File: src/hw/fdp_pkg.sv
// Package with constants and carrier types for the floppy drive host signal port
package fdp_pkg;

    // ------------------------------------------------------------------
    // Clock and timing
    // ------------------------------------------------------------------
    localparam int CLK_HZ           = 10_000_000;
    localparam int SEL_VALID_NS     = 500;      // Longest select-to-valid time
    localparam int SPIN_UP_MS       = 480;      // Longest spin-up time
    localparam int SEEK_SETTLE_MS   = 18;       // Longest move plus settle time
    localparam int SURF_SETTLE_US   = 100;      // Least surface settle time
    // Longest times round down, least times round up
    localparam int SEL_VALID_CYC    = (SEL_VALID_NS * (CLK_HZ / 1_000_000)) / 1000;
    localparam int SPIN_UP_CYC      = SPIN_UP_MS * (CLK_HZ / 1000);
    localparam int SEEK_SETTLE_CYC  = SEEK_SETTLE_MS * (CLK_HZ / 1000);
    localparam int SURF_SETTLE_CYCI = (SURF_SETTLE_US * CLK_HZ + 999_999) / 1_000_000;

    // ------------------------------------------------------------------
    // Widths and counts
    // ------------------------------------------------------------------
    localparam int SPIN_W  = 23;
    localparam int SEEK_W  = 18;
    localparam int SURF_W  = 10;
    localparam int TRACK_W = 7;
    localparam int HOST_W  = 7;
    localparam logic [SURF_W-1:0]  SURF_SETTLE_CYC = SURF_W'(SURF_SETTLE_CYCI);
    localparam logic [TRACK_W-1:0] TRACK_ZERO      = 7'h00;
    localparam logic [TRACK_W-1:0] TRACK_INNER     = 7'h51;   // Track 81
    localparam logic [HOST_W-1:0]  HOST_IDLE       = 7'h7F;   // All lines false

    // ------------------------------------------------------------------
    // Carrier and state types
    // ------------------------------------------------------------------
    typedef struct packed {
        logic sel_n;     // Unit select, low true
        logic spin_n;    // Spindle run, low true
        logic dir;       // Head direction, high outward
        logic step_n;    // Step pulse, low true
        logic gate_n;    // Record gate, low true
        logic rec_n;     // Record pulse, low true
        logic surf;      // Surface select, high side 0
    } fdp_host_in_type;

    typedef enum logic [1:0] {
        SP_STOP  = 2'b00,
        SP_ACCEL = 2'b01,
        SP_RUN   = 2'b10
    } fdp_spin_state_type;

endpackage

File: src/hw/fdp_port.sv
// Drive-side control port: select, spindle, stepping, recording, surface
//
// Overview of operation
// - Low level means asserted unless stated otherwise.
// - Honour inputs, drive outputs only while selected; spindle run is honoured regardless of select.
// - Spindle reaches rated speed within 480ms.
// - Direction high steps outward, low steps inward.
// - Step low 0.8us; one track per step.
// - Move starts at step rise, done 18ms.
// - Ignore steps when writing, at limits.
// - Write mode needs gate, select, unlocked media.
// - Record pulse falling edge is the data event.
// - Drop record pulses ungated or media locked.
// - Surface high selects side 0, low side 1.
// - Playback valid only 100us after surface change.
// - Outermost flag asserted while head on track zero.
// - Media lock flag asserted while hole open.
`timescale 1ns/100ps
`default_nettype none
module fdp_port
    import fdp_pkg::*;
#(
    parameter logic [SPIN_W-1:0] SPIN_UP_CNT = SPIN_W'(SPIN_UP_CYC),
    parameter logic [SEEK_W-1:0] SEEK_CNT    = SEEK_W'(SEEK_SETTLE_CYC)
) (
    input  wire logic               clock,
    input  wire logic               nrst,
    input  wire fdp_host_in_type    host_in,
    input  wire logic               hole_open,
    output logic                    outermost_n,
    output logic                    media_lock_n,
    output logic                    spindle_on,
    output logic                    spindle_ready,
    output logic                    head_step,
    output logic                    head_outward,
    output logic [TRACK_W-1:0]      track,
    output logic                    seek_busy,
    output logic                    write_mode,
    output logic                    rec_event,
    output logic                    head_upper,
    output logic                    playback_valid
);

    // ------------------------------------------------------------------
    // Input synchronisation
    // ------------------------------------------------------------------
    fdp_host_in_type  hs;
    logic [HOST_W-1:0] hs_raw;

    // Every host line passes two flops before edge detection
    fdp_sync u_sync (
        .clock    (clock),
        .nrst     (nrst),
        .async_in (host_in),
        .sync_out (hs_raw)
    );
    assign hs = fdp_host_in_type'(hs_raw);

    // Decoded true levels; low is asserted on the host lines, hole_open is high true
    logic sel;
    logic spin;
    logic gate;
    logic locked;
    assign sel    = !hs.sel_n;
    assign spin   = !hs.spin_n;
    assign gate   = !hs.gate_n;
    assign locked = hole_open;

    // ------------------------------------------------------------------
    // Edge detection state
    // ------------------------------------------------------------------
    logic step_prev_q;
    logic rec_prev_q;
    logic step_rise;
    logic rec_fall;

    // Previous values kept here so the sync's first stage stays private
    always_ff @(posedge clock or negedge nrst) begin
        if (!nrst) begin
            step_prev_q <= 1'b1;
            rec_prev_q  <= 1'b1;
        end else begin
            step_prev_q <= hs.step_n;
            rec_prev_q  <= hs.rec_n;
        end
    end
    assign step_rise = !step_prev_q && hs.step_n;   // Trailing edge
    assign rec_fall  = rec_prev_q && !hs.rec_n;     // Leading edge

    // ------------------------------------------------------------------
    // Stepping, track counter and seek timer
    // ------------------------------------------------------------------
    logic               step_ok;
    logic               head_step_q, head_step_d;
    logic               head_out_q,  head_out_d;
    logic [TRACK_W-1:0] track_q,     track_d;
    logic [SEEK_W-1:0]  seek_cnt_q,  seek_cnt_d;

    // Steps are taken only while selected and no ignore case holds
    always_comb begin
        step_ok = step_rise && sel;
        if (gate && !locked) begin
            step_ok = 1'b0;
        end
        if (track_q == TRACK_ZERO && hs.dir) begin
            step_ok = 1'b0;
        end
        if (track_q == TRACK_INNER && !hs.dir) begin
            step_ok = 1'b0;
        end
        head_step_d = step_ok;
        head_out_d  = head_out_q;
        track_d     = track_q;
        seek_cnt_d  = (seek_cnt_q != '0) ? seek_cnt_q - 1'b1 : seek_cnt_q;
        if (step_ok) begin
            head_out_d = hs.dir;
            // One track per accepted pulse, never past either limit
            track_d    = hs.dir ? track_q - 1'b1 : track_q + 1'b1;
            // A fresh step restarts the settle window
            seek_cnt_d = SEEK_CNT;
        end
    end

    always_ff @(posedge clock or negedge nrst) begin
        if (!nrst) begin
            head_step_q <= 1'b0;
            head_out_q  <= 1'b1;
            track_q     <= TRACK_ZERO;   // Recalibrated to track zero at power up
            seek_cnt_q  <= '0;
        end else begin
            head_step_q <= head_step_d;
            head_out_q  <= head_out_d;
            track_q     <= track_d;
            seek_cnt_q  <= seek_cnt_d;
        end
    end

    // ------------------------------------------------------------------
    // Spindle control
    // ------------------------------------------------------------------
    fdp_spin_state_type spin_st_q, spin_st_d;
    logic [SPIN_W-1:0]  spin_cnt_q, spin_cnt_d;

    // Spindle run is honoured regardless of select
    always_comb begin
        spin_st_d  = spin_st_q;
        spin_cnt_d = spin_cnt_q;
        case (spin_st_q)
            SP_STOP: begin
                spin_cnt_d = '0;
                if (spin) begin
                    spin_st_d = SP_ACCEL;
                end
            end
            SP_ACCEL: begin
                spin_cnt_d = spin_cnt_q + 1'b1;
                if (!spin) begin
                    spin_st_d = SP_STOP;
                end else if (spin_cnt_q >= SPIN_UP_CNT - 1'b1) begin
                    spin_st_d = SP_RUN;
                end
            end
            SP_RUN: begin
                if (!spin) begin
                    spin_st_d = SP_STOP;
                end
            end
            default: begin
                spin_st_d = SP_STOP;
            end
        endcase
    end

    always_ff @(posedge clock or negedge nrst) begin
        if (!nrst) begin
            spin_st_q  <= SP_STOP;
            spin_cnt_q <= '0;
        end else begin
            spin_st_q  <= spin_st_d;
            spin_cnt_q <= spin_cnt_d;
        end
    end

    // ------------------------------------------------------------------
    // Surface selection and playback settle
    // ------------------------------------------------------------------
    logic              upper_q,    upper_d;
    logic [SURF_W-1:0] surf_cnt_q, surf_cnt_d;
    logic              play_q,     play_d;

    // Surface line is latched only while selected; a change reloads the timer
    always_comb begin
        upper_d    = sel ? !hs.surf : upper_q;
        surf_cnt_d = (surf_cnt_q != '0) ? surf_cnt_q - 1'b1 : surf_cnt_q;
        if (upper_d != upper_q) begin
            surf_cnt_d = SURF_SETTLE_CYC;
        end
        // Stays low through the whole count, so valid comes strictly after it
        play_d = (surf_cnt_d == '0) && (upper_d == upper_q);
    end

    always_ff @(posedge clock or negedge nrst) begin
        if (!nrst) begin
            upper_q    <= 1'b0;
            surf_cnt_q <= '0;
            play_q     <= 1'b0;
        end else begin
            upper_q    <= upper_d;
            surf_cnt_q <= surf_cnt_d;
            play_q     <= play_d;
        end
    end

    // ------------------------------------------------------------------
    // Write qualification, record pulses and status flags
    // ------------------------------------------------------------------
    logic wr_q,   wr_d;
    logic rev_q,  rev_d;
    logic zero_n_q, zero_n_d;
    logic lock_n_q, lock_n_d;

    // Current-cycle qualification, so a locked disk blocks the first pulse too
    always_comb begin
        wr_d     = gate && sel && !locked;
        rev_d    = rec_fall && wr_d;
        // Status flags float false while the unit is not selected
        zero_n_d = !(sel && track_q == TRACK_ZERO);
        lock_n_d = !(sel && locked);
    end

    always_ff @(posedge clock or negedge nrst) begin
        if (!nrst) begin
            wr_q     <= 1'b0;
            rev_q    <= 1'b0;
            zero_n_q <= 1'b1;
            lock_n_q <= 1'b1;
        end else begin
            wr_q     <= wr_d;
            rev_q    <= rev_d;
            zero_n_q <= zero_n_d;
            lock_n_q <= lock_n_d;
        end
    end

    // ------------------------------------------------------------------
    // Outputs
    // ------------------------------------------------------------------
    assign outermost_n    = zero_n_q;
    assign media_lock_n   = lock_n_q;
    assign spindle_on     = (spin_st_q != SP_STOP);
    assign spindle_ready  = (spin_st_q == SP_RUN);
    assign head_step      = head_step_q;
    assign head_outward   = head_out_q;
    assign track          = track_q;
    assign seek_busy      = (seek_cnt_q != '0);
    assign write_mode     = wr_q;
    assign rec_event      = rev_q;
    assign head_upper     = upper_q;
    assign playback_valid = play_q;

    // ------------------------------------------------------------------
    // Assertions
    // ------------------------------------------------------------------
    property p_step_dir;
        @(posedge clock) disable iff (!nrst)
        step_ok |=> head_step_q && (head_out_q == $past(hs.dir));
    endproperty
    a_step_dir: assert property (p_step_dir) else $error("step direction wrong");

    property p_one_track;
        @(posedge clock) disable iff (!nrst)
        step_ok |=> (track_q == ($past(hs.dir) ? $past(track_q) - 7'h01
                                               : $past(track_q) + 7'h01));
    endproperty
    a_one_track: assert property (p_one_track) else $error("track not moved by one");

    property p_limits;
        @(posedge clock) disable iff (!nrst)
        (step_rise && ((track_q == TRACK_ZERO && hs.dir) ||
                       (track_q == TRACK_INNER && !hs.dir)))
        |=> !head_step_q && $stable(track_q);
    endproperty
    a_limits: assert property (p_limits) else $error("limit step not ignored");

    property p_gate_block;
        @(posedge clock) disable iff (!nrst)
        (gate && !locked) |=> !head_step_q;
    endproperty
    a_gate_block: assert property (p_gate_block) else $error("step during write");

    property p_seek_hold;
        @(posedge clock) disable iff (!nrst)
        step_ok |=> seek_busy [*8];
    endproperty
    a_seek_hold: assert property (p_seek_hold) else $error("seek ended early");

    property p_write_lock;
        @(posedge clock) disable iff (!nrst)
        (locked || !sel) |=> !write_mode ##0 !rec_event;
    endproperty
    a_write_lock: assert property (p_write_lock) else $error("write while locked");

    property p_rec_drop;
        @(posedge clock) disable iff (!nrst)
        rec_event |-> $past(gate) && !$past(locked) && $past(rec_prev_q);
    endproperty
    a_rec_drop: assert property (p_rec_drop) else $error("record pulse not qualified");

    property p_surf_settle;
        @(posedge clock) disable iff (!nrst)
        (upper_d != upper_q) |=> !playback_valid [*8];
    endproperty
    a_surf_settle: assert property (p_surf_settle) else $error("playback valid early");

    property p_zero_flag;
        @(posedge clock) disable iff (!nrst)
        (sel && track_q == TRACK_ZERO) ##1 (sel && track_q == TRACK_ZERO)
        |-> !outermost_n;
    endproperty
    a_zero_flag: assert property (p_zero_flag) else $error("track zero flag missing");

    property p_sel_valid;
        @(posedge clock) disable iff (!nrst)
        $fell(host_in.sel_n) ##0 (host_in.sel_n == 1'b0) [*5]
        |-> (media_lock_n == !hole_open) || $changed(hole_open);
    endproperty
    a_sel_valid: assert property (p_sel_valid) else $error("flag not valid after select");

    property p_spin_drop;
        @(posedge clock) disable iff (!nrst)
        !spin |=> !spindle_ready;
    endproperty
    a_spin_drop: assert property (p_spin_drop) else $error("spindle ready without run");

endmodule
`default_nettype wire

File: src/hw/fdp_sync.sv
// Two-stage synchroniser for the host input lines
`timescale 1ns/100ps
`default_nettype none
module fdp_sync
    import fdp_pkg::*;
(
    input  wire logic              clock,
    input  wire logic              nrst,
    input  wire logic [HOST_W-1:0] async_in,
    output logic      [HOST_W-1:0] sync_out
);

    // ------------------------------------------------------------------
    // Per-bit flop pairs
    // ------------------------------------------------------------------
    // Reset to the idle level so nothing looks asserted at power up
    for (genvar i = 0; i < HOST_W; i++) begin : g_bit
        logic meta_q;
        logic sync_q;
        always_ff @(posedge clock or negedge nrst) begin
            if (!nrst) begin
                meta_q <= HOST_IDLE[i];
                sync_q <= HOST_IDLE[i];
            end else begin
                meta_q <= async_in[i];
                sync_q <= meta_q;
            end
        end
        assign sync_out[i] = sync_q;
    end

endmodule
`default_nettype wire

File: config.mk
export PLATFORM = sky130hd
export DESIGN_NAME = fdp_port
export DESIGN_NICKNAME = d
export VERILOG_FILES = /design/src/hw/fdp_pkg.sv /design/src/hw/fdp_port.sv /design/src/hw/fdp_sync.sv
export SDC_FILE = /design/constraint.sdc
export NUM_CORES = 1
export LEC_CHECK = 0
export BUFFER_PORTS_ARGS = -buffer_cell sky130_fd_sc_hd__buf_2
export CAP_MARGIN = 20
export CORE_ASPECT_RATIO = 0.9
export CORE_MARGIN = 4
export CORE_UTILIZATION = 45
export DETAILED_ROUTE_END_ITERATION = 6
export GPL_ROUTABILITY_DRIVEN = 0
export SETUP_SLACK_MARGIN = 0.3
export SYNTH_ARGS = -nofsm -noshare
export SYNTH_HDL_FRONTEND = slang
export SYNTH_SLANG_ARGS = --single-unit
File: constraint.sdc
create_clock -name clock -period 3.58 [get_ports clock]
set_input_delay 0.716 -clock clock [delete_from_list [all_inputs] [get_ports clock]]
set_output_delay 0.716 -clock clock [all_outputs]
set_load 0.05 [all_outputs]
==> results.cfg, run 1 <==
[status]
status = finished, final reports clean

[clock_tree]
cts_tree = built
clk_path_buf_depth = 2
cts_resized = 0
clock_sinks = 84
clk_pin_slew_ps = 90
cts_max_level = 3
post_cts_buffers = 0
hold_buffers = 0
cts_root_buf = clkbuf_8
clk_latency_ps = 350
cts_buffers = 9

[placed_design]
dpl.hpwl_um = 5270
place_ws_ps = 1060
dp_cells = 532
numPortBuffers = 27
placed_area_mm2 = 0.00432

[finish]
finalNetCount = 444
fin_cells = 549
syn2layout_area_growth_pct = 13.3
diodes = 0
drive_gt1_share_pct = 17.9
post-route-cell-area_mm2 = 0.00458

[synthesis]
syn_area_mm2 = 0.00404
synth_top_family_by_area = simple AND/OR/NAND/NOR gates
synth_compound_area_share_pct = 12.4
avgSynthCellArea_um2 = 10.3
synth_xor_xnor_area_share_pct = 6.50
yosys.area.top_type = dfrtp_1
synthTopCellsByArea = dfrtp_1, dfstp_2, xor2_1
yosys.cell_types.count = 59
syn_nets = 411
yosysSeqAreaShare_pct = 52.6
syn_inst = 392
synth.most_common_cell = dfrtp_1
ys_top_cells_by_count = dfrtp_1, nor2_1, nand2_1
async_reset_ff_share_pct = 100
synth_seq_cells = 84
ys.flop_type = dfrtp_1
yosysWarnings = 0
synthAdderAreaFrac_pct = 2.97
synth-edff-count = 0
synth_top_area_share_pct = 40.2
synth-simple-area-share_pct = 22.2
synthMuxAreaShare_pct = 0.743

[global_route]
use_met1_pct = 22.6
busiest_layer = met2
grtUsageMet2_pct = 22.8
grt_pass1_wl_um = 13500
use_met3_pct = 4.30
gr-total-overflow = 0
grt_pass1_vias = 2826
track_usage_pct = 15.8
grt_max_degree = 85
antenna_found_initial = 0

[route]
via_count = 2948
routed_wl_um = 7840
dr.first_iter.drc_count = 129
wl_per_cell_um = 14.3
post-route-drc-count = 0
drtAntennaViolNets = 0
drtPass1Iterations = 4
vias_per_cell = 5.37

[sta]
fin_setup_tns_ps = 0
hold_viol_final = 0
whs_ps = 236
fmax_mhz = 343
period_share_pct = 81.5
worst-slew-pin-transition_ps = 651
post-route-min-period_ps = 2920
fin_ws_ps = 662
setup_viol = 0
max_slew_margin_pct = 56.3
skew_ps = 8.65
slew_viol_final = 0
rsz0062_at_grt = no

[critical_path]
end_kind = output port
crit_slowest_cell = nor3_1
crit_path_max_fanout = 9
start_kind = register
worstSetupPathType = register to output port
required_ps = 2860
crit_buf_inv = 2
slowest_delay_ps = 490
path_cells = nor3_1 -> nand3_1 -> nor2_1 -> inv_1 -> buf_2
crit_family = simple AND/OR/NAND/NOR gates
crit_arrival_ps = 2200

[die]
chipHeight_um = 97.9
io_pins = 28
die-width_um = 108
core_area_mm2 = 0.00865
rows = 32
dieArea_mm2 = 0.0106
start_util_pct = 46.7

[flow_run]
cap_violations = 0

[power]
powerDensity_mw_per_mm2 = 609
leakagePower_uw = 0.00192
ir_drop_mv = 0.444

[min_path]
hold_path.class = input port to async pin
==> cells by family after synthesis <==
| kind of cell | count (synthesis) |
|---|---|
| mux | 3 |
| compound gates | 75 |
| flops | 84 |
| xor+xnor | 30 |
| simple gates | 164 |
| buf+inv | 27 |
| fa+ha+maj | 9 |
==> state kept, by name (all words and copies together), names as in the netlist <==
signal,cells
head_outward,1
head_step,1
head_upper,1
media_lock_n,1
outermost_n,1
playback_valid,1
rec_event,1
rec_prev_q,1
seek_cnt_q,18
spin_cnt_q,23
spin_st_q,2
step_prev_q,1
surf_cnt_q,10
track,7
u_sync.g_bit.meta_q,7
u_sync.g_bit.sync_q,7
write_mode,1
==> routing by layer <==
layer  wire length [µm]  up-vias
met1               4010     1400
met2               3380       44
met3                289       13
li1                   -     1491
met4                160        0
met5                  0        -
==> worst paths after layout <==
| path | slack, ps | startpoint | cells after the start | to |
|---|---|---|---|---|
| setup / recovery | 660 | seek_cnt_q[6]$_DFFE_PN0P_ | 5 | seek_busy |
| setup reg to reg | 1060 | surf_cnt_q[0]$_DFF_PN0_ | 7 | playback_valid$_DFF_PN0_ |
| hold / removal | 240 | nrst | 1 | seek_cnt_q[12]$_DFFE_PN0P_ |
| max in group asynchronous | 2690 | nrst | 2 | u_sync.g_bit[5].meta_q$_DFF_PN1_ |
| hold reg to reg | 360 | u_sync.g_bit[2].meta_q$_DFF_PN1_ | 0 | u_sync.g_bit[2].sync_q$_DFF_PN1_ |
| min in group clock | 360 | u_sync.g_bit[2].meta_q$_DFF_PN1_ | 0 | u_sync.g_bit[2].sync_q$_DFF_PN1_ |
==> power breakdown <==
group / switching [µW] / internal, µW
clock network: 353 / 419
logic: 479 / 292
registers: 155 / 1090
total: 987 / 1800
==> layout make-up <==
cell class / count / area (µm²)
clock buffer: 10 / 138
tap: 119 / 149
multi-input combinational: 281 / 1810
sequential: 84 / 2130
timing repair buffer: 33 / 203
clock inverter: 6 / 93.8
fill: 792 / 4070
inverter: 16 / 60.1
==> worst register-to-register path: cells and delay by family (launching register included) <==
kind                     cells  cell delay (ps)
adder cells (fa/ha/maj)      1              190
buffers and inverters        1              140
flip-flops                   1              410
AND/OR/NAND/NOR              5             1700
==> cells in the final DEF (no fill, tap or decap), drive strengths merged, types with 3 or more instances in the layout <==
master	n
ha	8
o21ai	20
inv	19
buf	33
nand4	10
a21o	4
a211oi	3
nor2	32
or4	5
xor2	21
mux2i	3
nor4	12
dfstp	19
nor3b	3
nand3b	4
dfrtp	65
nand2	31
a211o	6
nand2b	4
clkbuf	10
nor3	15
xnor2	9
o31ai	4
a21oi	16
o211ai	5
or3	6
nand3	18
nor2b	5
and3	6
==> per-stage QoR <==
step	total power [µW]	utilization, %
2_1_floorplan	1830	-
3_3_place_gp	2020	50.0
3_5_place_dp	2030	50.0
4_1_cts	2820	52.6
5_1_grt	2970	53.0
6_report	2790	53.0
Power figures use the tool's default switching activity.
==> inputs of run 2 (changes only) <==
==> constraint.sdc (replaced) <==
create_clock -name clock -period 2.8 [get_ports clock]
set_input_delay 0.56 -clock clock [delete_from_list [all_inputs] [get_ports clock]]
set_output_delay 0.56 -clock clock [all_outputs]
set_load 0.05 [all_outputs]
==> results.cfg, run 2 (synthesis gave the netlist of run 1 again) <==
[die]
io_pins = 28
core_area_mm2 = 0.00865
die-width_um = 108
rows = 32
chipHeight_um = 97.9
dieArea_mm2 = 0.0106
start_util_pct = 46.7

[clock_tree]
clk_latency_ps = 350
cts_root_buf = clkbuf_8
clk_path_buf_depth = 2
cts_tree = built
hold_buffers = 0
cts_buffers = 9
clk_pin_slew_ps = 80
cts_max_level = 3
clock_sinks = 84

[critical_path]
end_kind = register
slowest_delay_ps = 470
crit_path_max_fanout = 6
worstSetupPathType = register to register
required_ps = 3060
crit_family = simple AND/OR/NAND/NOR gates
crit_arrival_ps = 2640
start_kind = register
path_cells = inv_1 -> ha_1 -> or3b_1 -> nor4_4 -> buf_4 -> a32oi_1 -> a211o_1 -> nor4_2
crit_buf_inv = 2
crit_slowest_cell = or3b_1
critical_path.startpoint = surf_cnt_q[0]$_DFF_PN0_
reg2reg_from = surf_cnt_q[0]$_DFF_PN0_

[finish]
utilization_pct = 53.2
layout_commonest_cell = dfrtp_1
syn2layout_area_growth_pct = 13.8
diodes = 0
fin_cells = 556
final-seq-area_mm2 = 0.00213
reg.largest.list = spin_cnt_q x23, seek_cnt_q x18, surf_cnt_q x10
layout_common_cells = dfrtp_1, nor2_1, nand2_1
largest_reg_flops = 23
finalNetCount = 451
fillers = 767
multi_input_area_mm2 = 0.00183
drive_gt1_share_pct = 19.5
largest-register = spin_cnt_q

[placed_design]
dp_cells = 539
numPortBuffers = 27
dpl.hpwl_um = 5480

[global_route]
gr-total-overflow = 0
grt_max_degree = 39
grt_pass1_vias = 2903
track_usage_pct = 16.1
antenna_found_initial = 0
grt_pass1_wl_um = 13800

[sta]
period_share_pct = 85.0
hold_viol_final = 0
slew_viol_final = 0
setup_viol = 0
whs_ps = 160
rsz0062_at_grt = no
post-route-min-period_ps = 2380
worst-slew-pin-transition_ps = 639
fin_setup_tns_ps = 0
fmax_mhz = 420
max_slew_margin_pct = 56.9
skew_ps = 6.87

[flow_run]
cap_violations = 0

[power]
powerDensity_mw_per_mm2 = 747
leakagePower_uw = 0.00193
ir_drop_mv = 0.380

[route]
dr.first_iter.drc_count = 160
wl_per_cell_um = 14.4
drtAntennaViolNets = 0
post-route-drc-count = 0
routed_wl_um = 8020
drtPass1Iterations = 4
vias_per_cell = 5.51
via_count = 3062

[min_path]
hold_path.class = input port to async pin

[status]
status = finished, final reports clean
-- run 2: changes by cell type in the layout (fill, tap and decap cells not counted), sizes merged --
cell      before  now
buf           33   40
bufinv         2    1
clkbuf        10   12
clkinv         0    1
clkinvlp       1    2
inv           19   16
-- run 2: power by group --
part,switching [µW],total [µW],internal (µW)
sequential,199,1600,1400
clock,418,830,412
combinational,622,1010,389
-- run 2: routing by layer --
layer	track usage (%)	vias to the layer above	routed length [µm]
met5	0	-	0
met4	6.12	0	127
met3	4.10	11	304
met2	23.8	56	3580
met1	22.9	1492	4000
li1	-	1503	-
-- run 2: area by class of cell --
class                      count  area share [%]
sequential                    84            46.2
multi-input combinational    281            39.8
timing repair buffer          40            5.44
tap                          119            3.24
clock buffer                  12            2.94
inverter                      16            1.31
clock inverter                 4            1.09
-- run 2: timing repair --
item | in CTS | in global routing
buffers inserted | 0 | 1
setup endpoints to repair | 0 | 1
resized for setup | 0 | 7
-- run 2: per-stage QoR --
stage	setup WS (ps)	power, µW	area [µm²]
after floorplan	417	2340	4040
after global placement	496	2600	4390
after detailed placement	451	2610	4390
after CTS	302	3480	4570
after global routing	280	3680	4600
final	421	3440	4600
-- run 2: final timing paths --
check | to | slack (ps) | depth (start not counted)
max | playback_valid$_DFF_PN0_ | 420 | 8
min | track[0]$_DFFE_PN0P_ | 160 | 1
max reg2reg | playback_valid$_DFF_PN0_ | 420 | 8
max in group asynchronous | u_sync.g_bit[3].meta_q$_DFF_PN1_ | 2000 | 2
min in group clock | u_sync.g_bit[6].meta_q$_DFF_PN1_ | 300 | 1
min reg2reg | u_sync.g_bit[1].sync_q$_DFF_PN1_ | 360 | 0
==> inputs of run 3 (changes only) <==
--- a/config.mk
+++ b/config.mk
@@ -5,6 +5,7 @@
 export SDC_FILE = /design/constraint.sdc
 export NUM_CORES = 1
 export LEC_CHECK = 0
+export ABC_AREA = 1
 export BUFFER_PORTS_ARGS = -buffer_cell sky130_fd_sc_hd__buf_2
 export CAP_MARGIN = 20
 export CORE_ASPECT_RATIO = 0.9
==> constraint.sdc (replaced) <==
create_clock -name clock -period 2 [get_ports clock]
set_input_delay 0.4 -clock clock [delete_from_list [all_inputs] [get_ports clock]]
set_output_delay 0.4 -clock clock [all_outputs]
set_load 0.05 [all_outputs]
==> results.cfg, run 3 <==
[route]
vias_per_cell = 5.19
routed_wl_um = 11300
drtPass1Iterations = 4
drtAntennaViolNets = 0
dr.first_iter.drc_count = 224
wl_per_cell_um = 14.7
post-route-drc-count = 0
via_count = 3969

[finish]
diodes = 0
drive_gt1_share_pct = 41.2
layout_common_cells = nand2_1, inv_1, dfrtp_1, buf_4, nor2_1
largest_reg_flops = 23
largest-register = spin_cnt_q
finalNetCount = 657
syn2layout_area_growth_pct = 37.2
reg.largest.list = spin_cnt_q x23, seek_cnt_q x18, surf_cnt_q x10
fillers = 749
layout_commonest_cell = nand2_1
post-route-cell-area_mm2 = 0.00599

[sta]
post-route-min-period_ps = 2130
skew_ps = 10.6
fmax_mhz = 469
whs_ps = 132
fin_ws_ps = -132
slew_viol_final = 0
max_slew_margin_pct = 69.4
fin_setup_tns_ps = -132
hold_viol_final = 0
rsz0062_at_grt = yes
setup_viol = 1
period_share_pct = 107
worst-slew-pin-transition_ps = 459

[power]
leakagePower_uw = 0.00276
ir_drop_mv = 0.838
powerDensity_mw_per_mm2 = 1070

[critical_path]
r2r-end = seek_cnt_q[15]$_DFFE_PN0P_
required_ps = 1600
r2r_cells = 11
start_kind = register
crit_path_end = seek_busy
slowest_delay_ps = 420
crit_path_max_fanout = 3
worstSetupPathType = register to output port
reg2reg_from = seek_cnt_q[0]$_DFFE_PN0P_
crit_slowest_cell = dfrtp_1
crit_buf_inv = 2
crit_family = simple AND/OR/NAND/NOR gates
path_depth = 7
cp_common_cell = nand3_4
critical_path.startpoint = seek_cnt_q[8]$_DFFE_PN0P_
path_cells = inv_2 -> nand2_4 -> nor2_4 -> nand3_4 -> nor3_4 -> nand3_4 -> buf_8
crit_arrival_ps = 1730
end_kind = output port
r2r_slack_ps = 170

[synthesis]
syn_nets = 549
syn_inst = 530
ys.flop_type = dfrtp_1
synth_top_area_share_pct = 37.2
synthTopCellsByArea = dfrtp_1, dfstp_2, nand2_1
synth-edff-count = 0
yosysSeqAreaShare_pct = 48.7
synth.most_common_cell = nand2_1
ys_top_cells_by_count = nand2_1, inv_1, dfrtp_1
synth_seq_cells = 84
async_reset_ff_share_pct = 100
avgSynthCellArea_um2 = 8.24
yosys.cell_types.count = 45
yosysWarnings = 0
yosys.area.top_type = dfrtp_1
syn_area_mm2 = 0.00437

[placed_design]
placed_area_mm2 = 0.00470
dpl.hpwl_um = 6440
numPortBuffers = 27

[global_route]
grt_pass1_vias = 3669
gr-total-overflow = 0
track_usage_pct = 17.8
grt_max_degree = 36
grt_pass1_wl_um = 16600
antenna_found_initial = 0

[clock_tree]
clk_latency_ps = 360
clk_pin_slew_ps = 100
cts_root_buf = clkbuf_8
cts_buffers = 9
cts_max_level = 3
clk_path_buf_depth = 2
clock_sinks = 84
cts_tree = built

[status]
failed_checks = setup timing
status = complete, but fails checks

[die]
die-width_um = 112
core_area_mm2 = 0.00929
io_pins = 28
chipHeight_um = 101
start_util_pct = 47.0
dieArea_mm2 = 0.0113
rows = 33

[flow_run]
cap_violations = 0

[min_path]
hold_path.class = input port to register
run 3: cell types whose count changed after synthesis, sizes merged, moves of 10 or more:
cell   previous run  this run
xor2             21         7
nor2             32        66
o21ai            20        32
inv              16        83
a21oi            16        27
nand3            18        49
nand2            31       116
nor4             12         2
run 3: cells by family (layout without fill, tap and decap cells):
logic type / count (synthesis) / after routing / synth area share [%]
AO/OA/AOI/OAI: 67 / 67 / 8.39
XOR/XNOR: 10 / 10 / 2.01
adder cells (fa/ha/maj): 9 / 9 / 2.75
buffers and inverters: 89 / 202 / 7.96
flip-flops: 84 / 84 / 48.7
multiplexers: 1 / 1 / 0.229
AND/OR/NAND/NOR: 270 / 270 / 30.0
run 3: worst reg2reg max path, stage by stage (launching register included):
cell,delay (ps)
dfrtp_1,430
inv_2,110
ha_4,170
nand2_8,70
nor2_4,180
nand3_4,110
nor2_4,140
nand3_4,190
nand2_2,130
nor2_2,50
nand3_1,100
nand2_1,60
run 3: per-layer routing:
metal | track usage [%] | wire [µm] | up-vias
li1 | - | - | 1939
met1 | 23.4 | 4840 | 1909
met2 | 29.3 | 5690 | 89
met3 | 4.12 | 461 | 32
met4 | 6.27 | 269 | 0
met5 | 0 | 0 | -
run 3: area by class of cell:
class	count	area [µm²]	area share, %
clock inverters	7	81.3	1.36
flip-flops and latches	84	2130	35.6
well taps	122	153	2.55
inverters	84	323	5.39
repair buffers	102	843	14.1
multi-input cells	357	2340	39.0
clock buffers	9	124	2.07
run 3: worst min path at each step:
stage	start	end	slack (ps)	cells after the start
floorplan	nrst	head_step$_DFF_PN0_	100	0
global placement	u_sync.g_bit[2].meta_q$_DFF_PN1_	u_sync.g_bit[2].sync_q$_DFF_PN1_	350	0
detailed placement	u_sync.g_bit[4].meta_q$_DFF_PN1_	u_sync.g_bit[4].sync_q$_DFF_PN1_	350	0
CTS	host_in[3]	u_sync.g_bit[3].meta_q$_DFF_PN1_	110	1
global route	host_in[2]	u_sync.g_bit[2].meta_q$_DFF_PN1_	100	1
finish	host_in[2]	u_sync.g_bit[2].meta_q$_DFF_PN1_	130	1
run 3: repair_timing:
item	CTS	global route
hold buffers	1	0
hold endpoints to repair	26	0
cloned	0	2
setup endpoints to repair	25	32
resized for setup	46	99
buffers inserted	22	45
pin swaps	12	51
run 3: per-stage QoR:
stage                     instances  utilization [%]  power [µW]  setup slack [ps]
after floorplan                 530                -        3730               277
final                           765             64.5        6430              -132
after global routing            765             64.5        6860              -199
after global placement          679             50.6        4160               150
after detailed placement        679             50.6        4210               110
after CTS                       718             56.5        5740             -73.6
run 3: power by group:
| part | total (µW) | switching, µW | internal (µW) |
|---|---|---|---|
| Combinational | 2810 | 1680 | 1130 |
| Clock | 1270 | 673 | 600 |
| Sequential | 2350 | 355 | 1990 |
| Total | 6430 | 2710 | 3720 |
